--- config.mk ---
export PLATFORM = sky130hd
export DESIGN_NAME = ppc_top
export DESIGN_NICKNAME = d
export VERILOG_FILES = /design/src/pkg/ppc_pkg.sv /design/src/design/ppc_top.sv /design/src/design/ppc_pin_port.sv
export VERILOG_INCLUDE_DIRS = /design/src /design/src/pkg
export SDC_FILE = /design/constraint.sdc
export NUM_CORES = 1
export LEC_CHECK = 0
export BUFFER_PORTS_ARGS = -buffer_cell sky130_fd_sc_hd__buf_2
export CORE_MARGIN = 2
export CORE_UTILIZATION = 45
export DETAILED_ROUTE_END_ITERATION = 6
export PLACE_DENSITY = 0.69
export SETUP_SLACK_MARGIN = 0.1
export SYNTH_ARGS = -nofsm -noshare
export SYNTH_HDL_FRONTEND = slang
export SYNTH_SLANG_ARGS = --single-unit
--- constraint.sdc ---
create_clock -name mclk_in -period 2.4 [get_ports mclk_in]
set_input_delay 0.48 -clock mclk_in [delete_from_list [all_inputs] [get_ports mclk_in]]
set_output_delay 0.48 -clock mclk_in [all_outputs]
set_load 0.02 [all_outputs]
--- src/pkg/ppc_defines.svh ---
// Constants for the port 4 and port 5 pin control block
//
// Summary of operation
// - Ports four and five: eight configurable pins each
// - Pin data bit holds level, resets zero
// - Direction zero is input, one is output
// - Open-drain one drives low, releases high
// - Pull select zero pull-down, one pull-up
// - Pull enable one connects the selected device
// - Port4 pull enable 04, port5 pull enable ff
// - Select code from low,high bits picks function
// - Drive strength zero weak, one strong (reset)
// - Port3 and port5 select registers reset zero
// - Port4 carries external memory data bits
// - Port5 carries external memory low address bits
// - Alternates follow select registers; inputs see pin
`ifndef PPC_DEFINES_SVH
`define PPC_DEFINES_SVH

// ********************************************************
// Register map (word index, byte address is four times)
// ********************************************************
`define PPC_NREG 5'h12
`define PPC_P4_BASE 5'h00
`define PPC_P5_BASE 5'h08
`define PPC_LVL 5'h00
`define PPC_DIR 5'h01
`define PPC_OD 5'h02
`define PPC_PSEL 5'h03
`define PPC_PEN 5'h04
`define PPC_SLO 5'h05
`define PPC_SHI 5'h06
`define PPC_DS 5'h07
`define PPC_P3_SHI 5'h10
`define PPC_P3_STR 5'h11

// ********************************************************
// Reset values
// ********************************************************
`define PPC_RST_LVL 8'h00
`define PPC_RST_DIR 8'h00
`define PPC_RST_OD 8'h00
`define PPC_RST_PSEL 8'hff
`define PPC_RST_P4_PEN 8'h04
`define PPC_RST_P5_PEN 8'hff
`define PPC_RST_SEL 8'h00
`define PPC_RST_DS 8'hff

// ********************************************************
// Connected alternate output slots per pin
// ********************************************************
`define PPC_P4_A1 8'hfb
`define PPC_P4_A2 8'hfb
`define PPC_P4_A3 8'h02
`define PPC_P5_A1 8'hbc
`define PPC_P5_A2 8'h78
`define PPC_P5_A3 8'h60

`endif

--- src/pkg/ppc_pkg.sv ---
// Types shared by the pin control block
`include "ppc_defines.svh"
package ppc_pkg;

	// Bus answer phase
	typedef enum logic {PPC_IDLE, PPC_ACK} ppc_bus_t;

	// Whole state of the top module
	typedef struct packed {
		ppc_bus_t phase;
		logic wait_r;
		logic [31:0] rdata;
		logic [17:0][7:0] regs;
		logic [7:0] sync4a;
		logic [7:0] sync4b;
		logic [7:0] sync5a;
		logic [7:0] sync5b;
		logic [7:0] p4_o;
		logic [7:0] p4_oe;
		logic [7:0] p4_pu;
		logic [7:0] p4_pd;
		logic [7:0] p5_o;
		logic [7:0] p5_oe;
		logic [7:0] p5_pu;
		logic [7:0] p5_pd;
	} ppc_state_t;

endpackage

--- src/design/ppc_top.sv ---
// Port 4 and port 5 pin control with an Avalon-MM register slave
`timescale 1ns/1ps
`include "ppc_defines.svh"

module ppc_top
(
	input wire logic mclk_in,
	input wire logic rst_n_in,
	// Avalon-MM slave
	input wire logic [6:0] avs_address_in,
	input wire logic avs_read_in,
	input wire logic avs_write_in,
	input wire logic [31:0] avs_writedata_in,
	input wire logic [3:0] avs_byteenable_in,
	output logic [31:0] avs_readdata_out,
	output logic avs_waitrequest_out,
	// Port 4 pads
	input wire logic [7:0] port4_pin_in,
	output logic [7:0] port4_pin_out,
	output logic [7:0] port4_pin_oe_out,
	output logic [7:0] port4_pull_up_out,
	output logic [7:0] port4_pull_down_out,
	output logic [7:0] port4_strong_out,
	// Port 5 pads
	input wire logic [7:0] port5_pin_in,
	output logic [7:0] port5_pin_out,
	output logic [7:0] port5_pin_oe_out,
	output logic [7:0] port5_pull_up_out,
	output logic [7:0] port5_pull_down_out,
	output logic [7:0] port5_strong_out,
	// Peripheral alternate outputs
	input wire logic [7:0] port4_alternate_one_in,
	input wire logic [7:0] port4_alternate_two_in,
	input wire logic [7:0] port4_alternate_three_in,
	input wire logic [7:0] port5_alternate_one_in,
	input wire logic [7:0] port5_alternate_two_in,
	input wire logic [7:0] port5_alternate_three_in,
	// Synchronised pin levels for peripheral inputs
	output logic [7:0] port4_periph_in_out,
	output logic [7:0] port5_periph_in_out,
	// External memory interface
	input wire logic emi_own_in,
	input wire logic [7:0] emi_data_wr_in,
	input wire logic emi_data_drive_in,
	input wire logic [7:0] emi_addr_in,
	output logic [7:0] emi_data_rd_out,
	// Port 3 register contents
	output logic [7:0] port3_output_select_high_out,
	output logic [7:0] port3_drive_strength_out
);

	// ********************************************************
	// State and helpers
	// ********************************************************
	ppc_pkg::ppc_state_t s_q; // Registered state
	ppc_pkg::ppc_state_t s_d; // Next state
	logic [7:0] w4_o; // Port 4 pin values
	logic [7:0] w4_oe; // Port 4 enables
	logic [7:0] w4_pu; // Port 4 pull-ups
	logic [7:0] w4_pd; // Port 4 pull-downs
	logic [7:0] w5_o; // Port 5 pin values
	logic [7:0] w5_oe; // Port 5 enables
	logic [7:0] w5_pu; // Port 5 pull-ups
	logic [7:0] w5_pd; // Port 5 pull-downs

	// Reset image of the register file
	localparam logic [17:0][7:0] REG_RST = {
		`PPC_RST_DS, `PPC_RST_SEL,
		`PPC_RST_DS, `PPC_RST_SEL, `PPC_RST_SEL, `PPC_RST_P5_PEN,
		`PPC_RST_PSEL, `PPC_RST_OD, `PPC_RST_DIR, `PPC_RST_LVL,
		`PPC_RST_DS, `PPC_RST_SEL, `PPC_RST_SEL, `PPC_RST_P4_PEN,
		`PPC_RST_PSEL, `PPC_RST_OD, `PPC_RST_DIR, `PPC_RST_LVL};

	// Word index of a byte address
	function automatic logic [4:0] reg_idx(input logic [6:0] a);
		reg_idx = a[6:2];
	endfunction

	// Address falls on a register
	function automatic logic reg_hit(input logic [6:0] a);
		reg_hit = (reg_idx(a) < `PPC_NREG);
	endfunction

	// Register of one port by offset
	function automatic logic [7:0] preg(input logic [17:0][7:0] r,
		input logic [4:0] base, input logic [4:0] off);
		logic [4:0] k;
		k = base + off;
		preg = r[k];
	endfunction

	// ********************************************************
	// Pin logic of both ports
	// ********************************************************
	// Port 4: data bus when the memory interface owns it
	ppc_pin_port
	#(
		.A1_MASK(`PPC_P4_A1),
		.A2_MASK(`PPC_P4_A2),
		.A3_MASK(`PPC_P4_A3)
	)
	u_port4
	(
		.level_in(preg(s_q.regs, `PPC_P4_BASE, `PPC_LVL)),
		.dir_in(preg(s_q.regs, `PPC_P4_BASE, `PPC_DIR)),
		.od_in(preg(s_q.regs, `PPC_P4_BASE, `PPC_OD)),
		.psel_in(preg(s_q.regs, `PPC_P4_BASE, `PPC_PSEL)),
		.pen_in(preg(s_q.regs, `PPC_P4_BASE, `PPC_PEN)),
		.slo_in(preg(s_q.regs, `PPC_P4_BASE, `PPC_SLO)),
		.shi_in(preg(s_q.regs, `PPC_P4_BASE, `PPC_SHI)),
		.alternate_one_in(port4_alternate_one_in),
		.alternate_two_in(port4_alternate_two_in),
		.alternate_three_in(port4_alternate_three_in),
		.emi_own_in(emi_own_in),
		.emi_val_in(emi_data_wr_in),
		.emi_drive_in(emi_data_drive_in),
		.pin_o_out(w4_o),
		.pin_oe_out(w4_oe),
		.pull_up_out(w4_pu),
		.pull_dn_out(w4_pd)
	);

	// Port 5: low address lines when owned
	ppc_pin_port
	#(
		.A1_MASK(`PPC_P5_A1),
		.A2_MASK(`PPC_P5_A2),
		.A3_MASK(`PPC_P5_A3)
	)
	u_port5
	(
		.level_in(preg(s_q.regs, `PPC_P5_BASE, `PPC_LVL)),
		.dir_in(preg(s_q.regs, `PPC_P5_BASE, `PPC_DIR)),
		.od_in(preg(s_q.regs, `PPC_P5_BASE, `PPC_OD)),
		.psel_in(preg(s_q.regs, `PPC_P5_BASE, `PPC_PSEL)),
		.pen_in(preg(s_q.regs, `PPC_P5_BASE, `PPC_PEN)),
		.slo_in(preg(s_q.regs, `PPC_P5_BASE, `PPC_SLO)),
		.shi_in(preg(s_q.regs, `PPC_P5_BASE, `PPC_SHI)),
		.alternate_one_in(port5_alternate_one_in),
		.alternate_two_in(port5_alternate_two_in),
		.alternate_three_in(port5_alternate_three_in),
		.emi_own_in(emi_own_in),
		.emi_val_in(emi_addr_in),
		.emi_drive_in(1'b1),
		.pin_o_out(w5_o),
		.pin_oe_out(w5_oe),
		.pull_up_out(w5_pu),
		.pull_dn_out(w5_pd)
	);

	// ********************************************************
	// Next state
	// ********************************************************
	always_comb
	begin
		logic [7:0] dir_p4;
		logic [7:0] dir_p5;
		logic [4:0] k4;
		logic [4:0] k5;
		dir_p4 = preg(s_q.regs, `PPC_P4_BASE, `PPC_DIR);
		dir_p5 = preg(s_q.regs, `PPC_P5_BASE, `PPC_DIR);
		k4 = `PPC_P4_BASE + `PPC_LVL;
		k5 = `PPC_P5_BASE + `PPC_LVL;
		s_d = s_q;
		// Two flip-flops on every pin input
		s_d.sync4a = port4_pin_in;
		s_d.sync4b = s_q.sync4a;
		s_d.sync5a = port5_pin_in;
		s_d.sync5b = s_q.sync5a;
		// Bus answer: one cycle of wait, then one acknowledge
		case (s_q.phase)
		ppc_pkg::PPC_IDLE:
		begin
			// Request taken, answer in the next cycle
			if (avs_read_in || avs_write_in)
			begin
				s_d.phase = ppc_pkg::PPC_ACK;
				s_d.wait_r = 1'b0;
				// Unmapped addresses read zero
				s_d.rdata = 32'h0;
				if (reg_hit(avs_address_in))
				begin
					s_d.rdata[7:0] = s_q.regs[reg_idx(avs_address_in)];
				end
			end
		end
		ppc_pkg::PPC_ACK:
		begin
			// Write lands at the edge that sees wait low
			s_d.phase = ppc_pkg::PPC_IDLE;
			s_d.wait_r = 1'b1;
			if (avs_write_in && avs_byteenable_in[0] && reg_hit(avs_address_in))
			begin
				s_d.regs[reg_idx(avs_address_in)] = avs_writedata_in[7:0];
			end
		end
		default:
		begin
			// Unknown phase falls back to idle
			s_d.phase = ppc_pkg::PPC_IDLE;
			s_d.wait_r = 1'b1;
		end
		endcase
		// Input pins update their data bits from the pad
		s_d.regs[k4] = (s_d.regs[k4] & dir_p4) | (s_q.sync4b & ~dir_p4);
		s_d.regs[k5] = (s_d.regs[k5] & dir_p5) | (s_q.sync5b & ~dir_p5);
		// Register pad controls so outputs come from flops
		s_d.p4_o = w4_o;
		s_d.p4_oe = w4_oe;
		s_d.p4_pu = w4_pu;
		s_d.p4_pd = w4_pd;
		s_d.p5_o = w5_o;
		s_d.p5_oe = w5_oe;
		s_d.p5_pu = w5_pu;
		s_d.p5_pd = w5_pd;
	end

	// ********************************************************
	// State register
	// ********************************************************
	always_ff @(posedge mclk_in)
	begin
		if (!rst_n_in)
		begin
			// Known value for every field
			s_q.phase <= ppc_pkg::PPC_IDLE;
			s_q.wait_r <= 1'b1;
			s_q.rdata <= 32'h0;
			s_q.regs <= REG_RST;
			s_q.sync4a <= 8'h00;
			s_q.sync4b <= 8'h00;
			s_q.sync5a <= 8'h00;
			s_q.sync5b <= 8'h00;
			s_q.p4_o <= 8'h00;
			s_q.p4_oe <= 8'h00;
			s_q.p4_pu <= 8'h00;
			s_q.p4_pd <= 8'h00;
			s_q.p5_o <= 8'h00;
			s_q.p5_oe <= 8'h00;
			s_q.p5_pu <= 8'h00;
			s_q.p5_pd <= 8'h00;
		end
		else
		begin
			// Registered copy of the next state
			s_q <= s_d;
		end
	end

	// ********************************************************
	// Outputs
	// ********************************************************
	// Bus answer
	assign avs_readdata_out = s_q.rdata;
	assign avs_waitrequest_out = s_q.wait_r;
	// Port 4 pads
	assign port4_pin_out = s_q.p4_o;
	assign port4_pin_oe_out = s_q.p4_oe;
	assign port4_pull_up_out = s_q.p4_pu;
	assign port4_pull_down_out = s_q.p4_pd;
	assign port4_strong_out = s_q.regs[`PPC_P4_BASE + `PPC_DS];
	// Port 5 pads
	assign port5_pin_out = s_q.p5_o;
	assign port5_pin_oe_out = s_q.p5_oe;
	assign port5_pull_up_out = s_q.p5_pu;
	assign port5_pull_down_out = s_q.p5_pd;
	assign port5_strong_out = s_q.regs[`PPC_P5_BASE + `PPC_DS];
	// Synchronised pad levels
	assign port4_periph_in_out = s_q.sync4b;
	assign port5_periph_in_out = s_q.sync5b;
	assign emi_data_rd_out = s_q.sync4b;
	// Port 3 register contents
	assign port3_output_select_high_out = s_q.regs[`PPC_P3_SHI];
	assign port3_drive_strength_out = s_q.regs[`PPC_P3_STR];

	// Helper views of registers
	logic [7:0] lvl5; // Port 5 data bits
	logic [7:0] dir5; // Port 5 directions
	logic [7:0] od4; // Port 4 open-drain bits
	logic [7:0] od5; // Port 5 open-drain bits
	logic [7:0] sel5; // Port 5 pins with a nonzero select code
	assign lvl5 = s_q.regs[`PPC_P5_BASE + `PPC_LVL];
	assign dir5 = s_q.regs[`PPC_P5_BASE + `PPC_DIR];
	assign od4 = s_q.regs[`PPC_P4_BASE + `PPC_OD];
	assign od5 = s_q.regs[`PPC_P5_BASE + `PPC_OD];
	assign sel5 = s_q.regs[`PPC_P5_BASE + `PPC_SLO] | s_q.regs[`PPC_P5_BASE + `PPC_SHI];
endmodule

--- src/design/ppc_pin_port.sv ---
// Output selection and pad control for one eight-pin port
`timescale 1ns/1ps
`include "ppc_defines.svh"

module ppc_pin_port
#(
	parameter logic [7:0] A1_MASK = 8'hff,
	parameter logic [7:0] A2_MASK = 8'hff,
	parameter logic [7:0] A3_MASK = 8'hff
)
(
	input wire logic [7:0] level_in,
	input wire logic [7:0] dir_in,
	input wire logic [7:0] od_in,
	input wire logic [7:0] psel_in,
	input wire logic [7:0] pen_in,
	input wire logic [7:0] slo_in,
	input wire logic [7:0] shi_in,
	input wire logic [7:0] alternate_one_in,
	input wire logic [7:0] alternate_two_in,
	input wire logic [7:0] alternate_three_in,
	input wire logic emi_own_in,
	input wire logic [7:0] emi_val_in,
	input wire logic emi_drive_in,
	output logic [7:0] pin_o_out,
	output logic [7:0] pin_oe_out,
	output logic [7:0] pull_up_out,
	output logic [7:0] pull_dn_out
);

	// ********************************************************
	// Per-pin output value selection
	// ********************************************************
	// Code is {low select, high select}
	function automatic logic pick(input logic [1:0] code, input logic gp,
		input logic a1, input logic a2, input logic a3,
		input logic [2:0] have);
		case (code)
		2'b10: pick = have[0] ? a1 : gp;
		2'b01: pick = have[1] ? a2 : gp;
		2'b11: pick = have[2] ? a3 : gp;
		default: pick = gp;
		endcase
	endfunction

	// Value, enable and pulls for every pin
	always_comb
	begin
		for (int i = 0; i < 8; i++)
		begin
			logic v;
			logic en;
			v = 1'b0;
			en = 1'b0;
			if (emi_own_in)
			begin
				// External memory bus owns the pin
				v = emi_val_in[i];
				en = emi_drive_in;
			end
			else
			begin
				// Select registers steer the pin
				v = pick({slo_in[i], shi_in[i]}, level_in[i], alternate_one_in[i],
					alternate_two_in[i], alternate_three_in[i],
					{A3_MASK[i], A2_MASK[i], A1_MASK[i]});
				en = dir_in[i];
			end
			pin_o_out[i] = v;
			// Open drain releases a high level
			pin_oe_out[i] = en & ~(od_in[i] & v);
			pull_up_out[i] = pen_in[i] & psel_in[i];
			pull_dn_out[i] = pen_in[i] & ~psel_in[i];
		end
	end

endmodule

## After elaboration in Yosys (flattened, before gate mapping)

Index checks and enable logic that the tools add are counted.

| storage, ports and cells | value |
|---|---|
| bits in registers | 250 |
| bits of input ports | 129 |
| output and inout port bits | 153 |
| logic and storage cells | 229 |

| operators by class | value |
|---|---|
| $lt $le $gt $ge | 3 |
| eq/ne operators | 27 |
| multiplexer cells | 55 |
| bitwise logic cells | 105 |
| reduce and logical (&&, ||, !) cells | 6 |

Operators with widths:

| kind | count |
|---|---|
| bitwise mux 144 bit | 1 |
| 2-to-1 mux 72 bit | 2 |
| bitwise AND 1 bit | 64 |
| binary-select mux 8 bit (select 5 bit) | 1 |
| demux 8 bit (select 5 bit) | 1 |
| 2-to-1 mux 1 bit | 34 |
| 2-to-1 mux 34 bit | 1 |
| NOT 1 bit | 33 |
| bitwise AND 8 bit | 4 |
| equality test 2 bit, second input constant | 15 |
| 2-to-1 mux 8 bit | 3 |
| equality test 2 x 1 -> 1 bit, second input constant | 11 |
| case mux 1 bit (2 select lines) | 9 |
| NOT 8 bit | 2 |
| OR 8 bit | 2 |
| < comparator 5 x 6 -> 1 bit, second input constant | 1 |
| case mux 1 bit (3 select lines) | 2 |
| greater-or-equal comparator 5 x 1 -> 1 bit, second input constant | 1 |
| < comparator 5 bit, second input constant | 1 |
| case mux 2 bit (2 select lines) | 1 |
| AND reduction 2 bit | 2 |
| logical AND 1 bit | 3 |
| != test 2 bit, second input constant | 1 |
| logical OR 1 bit | 1 |

## Logic depth before layout (Yosys ltp)

| logic depth | value |
|---|---|
| depth after elaboration | 9 |
| gate-level depth with buffers | 8 |
| mapped depth without buffers | 5 |

## Cells and area by module

A second synthesis with hierarchy kept.

| unflattened totals | value |
|---|---|
| cell total of the unflattened synthesis | 1188 |
| area, all modules | 12096.6 um^2 |

Modules (own cells, without submodules):

| module | times used | cells each | area each (um^2) | sequential area each (um^2) |
|---|---|---|---|---|
| ppc_top | 1 | 996 | 10844.2 | 5004.8 |
| ppc_pin_port (u_port4) | 1 | 107 | 709.4 | 0.0 |
| ppc_pin_port (u_port5) | 1 | 85 | 543.0 | 0.0 |

## Worst setup path before layout

OpenSTA, ideal clock, no wires.

| timing | value |
|---|---|
| kind | input port to flip-flop |
| from | in avs_address_in[6] |
| to | reg s_q[120] in the netlist's numbering |
| library setup time | 0.129 ns |
| data arrival time | 1.854 ns |
| required time | 2.271 ns |
| slack | 0.416 ns |
| stages | 6 |
| path buffers | 2 |
| path through | buf_2 > or2_4 > buf_6 > nor4_4 > mux2i_1 > nand2_1 |

| between the ends | value |
|---|---|
| cells in the longest elaborated chain, start to end | 5 |
| elaborated cells on any way between the ends | 9 |
| those cells by class | 3 x order compare; 3 x mux; 3 x reduce/logical |

Ends and longest elaborated chain:

| item | line | text |
|---|---|---|
| start, declared | ppc_top.sv:10 | `input wire logic [6:0] avs_address_in,` |
| < comparator 5 x 6 -> 1 bit (implied by the code) / greater-or-equal comparator 5 x 1 -> 1 bit (equally long branches) | ppc_top.sv:194 | `s_d.regs[reg_idx(avs_address_in)] = avs_writedata_in[7:0];` |
| logical AND 1 bit (implied by the code) | ppc_top.sv:194 |  |
| 2-to-1 mux 8 bit (implied by the code) | ppc_top.sv:194 |  |
| demux 8 bit (select 5 bit) | ppc_top.sv:194 |  |
| bitwise mux 144 bit | ppc_top.sv:194 |  |
| end, declared | ppc_top.sv:55 | `ppc_pkg::ppc_state_t s_q;` |

Parallel ways exist; a longest one is shown, timed or not.
A chain may end at the register's enable or synchronous reset.

## Worst setup path in the final report

| timing | value |
|---|---|
| from | reg s_q[273] in the netlist's numbering |
| to | reg s_q[141] in the netlist's numbering |

| between the ends | value |
|---|---|
| cells in the longest elaborated chain, start to end | 1 |

Ends and longest elaborated chain:

| item |
|---|
| AND reduction 2 bit (no source line) |

No other way between the ends.

==> flow_metrics.py <==
metrics = {
    "run_status": {
        "status": "finished clean",
    },
    "floorplan": {
        "dieArea_mm2": 0.0276,
        "core_area_mm2": 0.0259,
        "die_h_um": 166,
        "pin_count": 282,
        "die_w_um": 166,
        "start_util": 0.456,
        "rows": 59,
    },
    "synth": {
        "avgSynthCellArea_um2": 9.73,
        "seq_area_frac_synth": 0.424,
        "synthTopCellsByCount": "dfxtp_1 (250), mux2i_1 (189), buf_4 (152)",
        "yosysUniqueCellTypes": 47,
        "ys_async_sr_fraction": 0,
        "synth-warning-count": 0,
        "yosysMostFrequentCell": "dfxtp_1",
        "synth_top_cell_area_share": 0.424,
        "synth_cells": 1213,
        "ys_top_cells_by_area": "dfxtp_1 (42%), mux2i_1 (16%), buf_4 (9.7%)",
        "synth_seq_cells": 250,
        "synth_edf_count": 0,
        "ys.flop_type": "dfxtp_1",
        "yosysTopAreaCell": "dfxtp_1",
        "netlist_area_mm2": 0.0118,
    },
    "layout": {
        "area_growth_pct": 11.4,
        "fin_util": 0.508,
        "fillers": 2417,
        "nets": 1432,
        "register_area_mm2": 0.00500,
        "n_antenna_cell": 0,
        "drive_gt1_frac": 0.250,
        "multiInputGateArea_mm2": 0.00533,
    },
    "cts": {
        "cts_buffers": 27,
        "holdBufCountCts": 0,
        "clkLatencyLatePin_ps": 530,
        "post-cts-setup-buffers": 0,
        "clk_path_buf_depth": 3,
        "root_buffer": "clkbuf_16",
        "cts_tree": "yes",
        "cts_sinks": 250,
        "h-tree-depth": 1,
        "cts.clk_slew.worst_paths_ps": 60,
        "cts_resized": 0,
    },
    "grt": {
        "grt_first_pass_wirelength_mm": 47.9,
        "grt.overflow.total": 0,
        "grt_usage": 0.218,
        "grt_max_degree": 71,
        "antenna_found_initial": 1,
        "grt_pass1_vias": 8150,
    },
    "power_and_ir_drop": {
        "peakVddDrop_mv": 0.644,
        "sequentialPowerShare": 0.462,
        "p_leak_nw": 5.78,
        "total_power_w": 0.00922,
        "p_switching_w": 0.00213,
        "combPwrFrac": 0.078,
        "internal-power_w": 0.00709,
        "power.density_cell_area_mw_per_mm2": 701,
        "clockPowerShare": 0.459,
        "swShare": 0.231,
    },
    "worst_setup_path": {
        "worstSetupPathType": "register to register",
        "r2r_start": "s_q[273]$_SDFF_PP0_",
        "startpoint": "s_q[273]$_SDFF_PP0_",
        "cp_data_arrival_time_ps": 2220,
        "r2r_setup_slack_ps": 600,
        "cp-start-kind": "register",
        "worstPathRequired_ps": 2820,
        "r2r_cells": 4,
        "cp_max_fo": 8,
        "endpoint_kind": "register",
        "r2r-end": "s_q[141]$_SDFFE_PN0P_",
    },
    "drt": {
        "drcViolationCount": 0,
        "routedWlPerCell_um": 18.8,
        "ant_nets": 0,
        "dr.pass1.iters": 5,
        "wl_mm": 30.8,
        "drt_iter0_markers": 593,
        "num_vias": 8435,
        "vias_per_cell": 5.15,
    },
    "flow_run": {
        "maxCapViolations": 0,
    },
    "timing": {
        "setup_ws_ps": 600,
        "finalSetupViolCount": 0,
        "hold_slack_ps": 162,
        "clock.fmax_mhz": 556,
        "finalCriticalPeriod_ps": 1800,
        "skew_ps": 13.8,
        "tightest_slew_ps": 529,
        "min_period_over_period": 0.750,
        "final-hold-violation-count": 0,
        "fin_tns_setup_ps": 0,
        "maxSlewHeadroom": 0.648,
        "maxSlewViolCount": 0,
        "rsz0062_at_grt": "false",
    },
    "placement": {
        "place_hpwl_mm": 22.5,
        "place_ws_ps": 179,
        "port_buffers": 206,
        "globalplace.congestion": 0.899,
    },
    "hold_path": {
        "hold_depth": 2,
        "hp-start": "port4_pin_in[0]",
        "hold_class": "input pin to register",
        "worstHoldEndpoint": "s_d[80]$_SDFF_PN0_",
    },
}
-- worst max-delay path, stage by stage (launching register included) --
cell and delay [ps]:
dfxtp_1 490, nand4_4 270, or3_1 620, mux2i_1 240
nor2b_1 70
-- worst max path at each step --
stage | end | slack (ps) | cells past startpoint
CTS | s_q[141]$_SDFFE_PN0P_ | 610 | 4
global placement | avs_readdata_out[2]$_SDFFE_PN0P_ | 210 | 6
floorplan | s_q[120]$_SDFFE_PN1P_ | 420 | 6
global route | s_q[204]$_SDFFE_PN0P_ | 490 | 4
finish | s_q[141]$_SDFFE_PN0P_ | 600 | 4
detailed placement | avs_readdata_out[2]$_SDFFE_PN0P_ | 180 | 6
-- metrics by stage --
| step | cell area (um2) | cells |
|---|---|---|
| final | 13200 | 1637 |
| after global routing | 13200 | 1637 |
| after CTS | 13200 | 1637 |
| after detailed placement | 12300 | 1593 |
| after global placement | 12300 | 1593 |
| after floorplan | 11900 | 1236 |
-- cell families (layout without fill, tap and decap cells) --
family	after synthesis	after routing	synth area share
buf+inv	252	318	0.132
fa+ha+maj	16	16	0.0170
compound gates	116	116	0.0641
flops	250	250	0.424
simple gates	379	379	0.183
other cells	1	24	0.000318
mux	199	199	0.179
-- placed cells by master (no fill, tap or decap), types with 12 or more instances in the layout --
cell | netlist | layout
buf_4 | 152 | 44
o31ai_1 | 16 | 16
o21ai_0 | 26 | 26
and2_1 | 44 | 44
conb_1 | 1 | 24
inv_1 | 22 | 22
dfxtp_1 | 250 | 250
buf_2 | 17 | 204
nand2_1 | 123 | 123
mux2i_1 | 189 | 189
a31oi_1 | 16 | 16
ha_1 | 16 | 16
nor2_1 | 21 | 21
nor2b_1 | 114 | 114
nand3_1 | 12 | 12
clkbuf_16 | 0 | 27
a21oi_1 | 19 | 19
and3_1 | 16 | 16
-- power by group through the flow --
stage	sequential (W)	clock, W	combinational [W]
global route	0.00427	0.00448	0.000773
CTS	0.00427	0.00432	0.000718
finish	0.00426	0.00424	0.000721
floorplan	0.00434	0	0.000577
global placement	0.00436	0	0.000714
detailed placement	0.00436	0	0.000716
-- area by class of cell --
cell class,count,area share
clock inverters,9,0.0115
inverters,22,0.00628
clock buffers,35,0.0567
well taps,335,0.0319
multi-input cells,734,0.405
repair buffers,252,0.108
flip-flops and latches,250,0.380
-- sequential cells by signal, indices dropped and copies added, names as in the netlist, 8 cells and up, named ones only --
signal	cells
s_q	73
port3_drive_strength_out	8
port4_pin_oe_out	8
od4	8
s_d	16
port4_pull_up_out	8
port3_output_select_high_out	8
port4_pin_out	8
port5_strong_out	8
port5_pin_out	8
port5_pull_up_out	8
dir5	8
port5_pull_down_out	8
port4_pull_down_out	8
emi_data_rd_out	8
avs_readdata_out	8
port5_pin_oe_out	8
port5_periph_in_out	8
od5	8
port4_strong_out	8
-- routing by layer --
layer / wire (um) / up-vias / global-route usage / part of all wire
met3: 1810 / 49 / 0.0360 / 0.059
met5: 12 / - / 0 / 0.00039
li1: - / 4091 / - / -
met4: 875 / 2 / 0.0635 / 0.028
met1: 15000 / 4011 / 0.322 / 0.49
met2: 13100 / 282 / 0.327 / 0.43
Note: power is estimated with default switching activity, not from simulation.
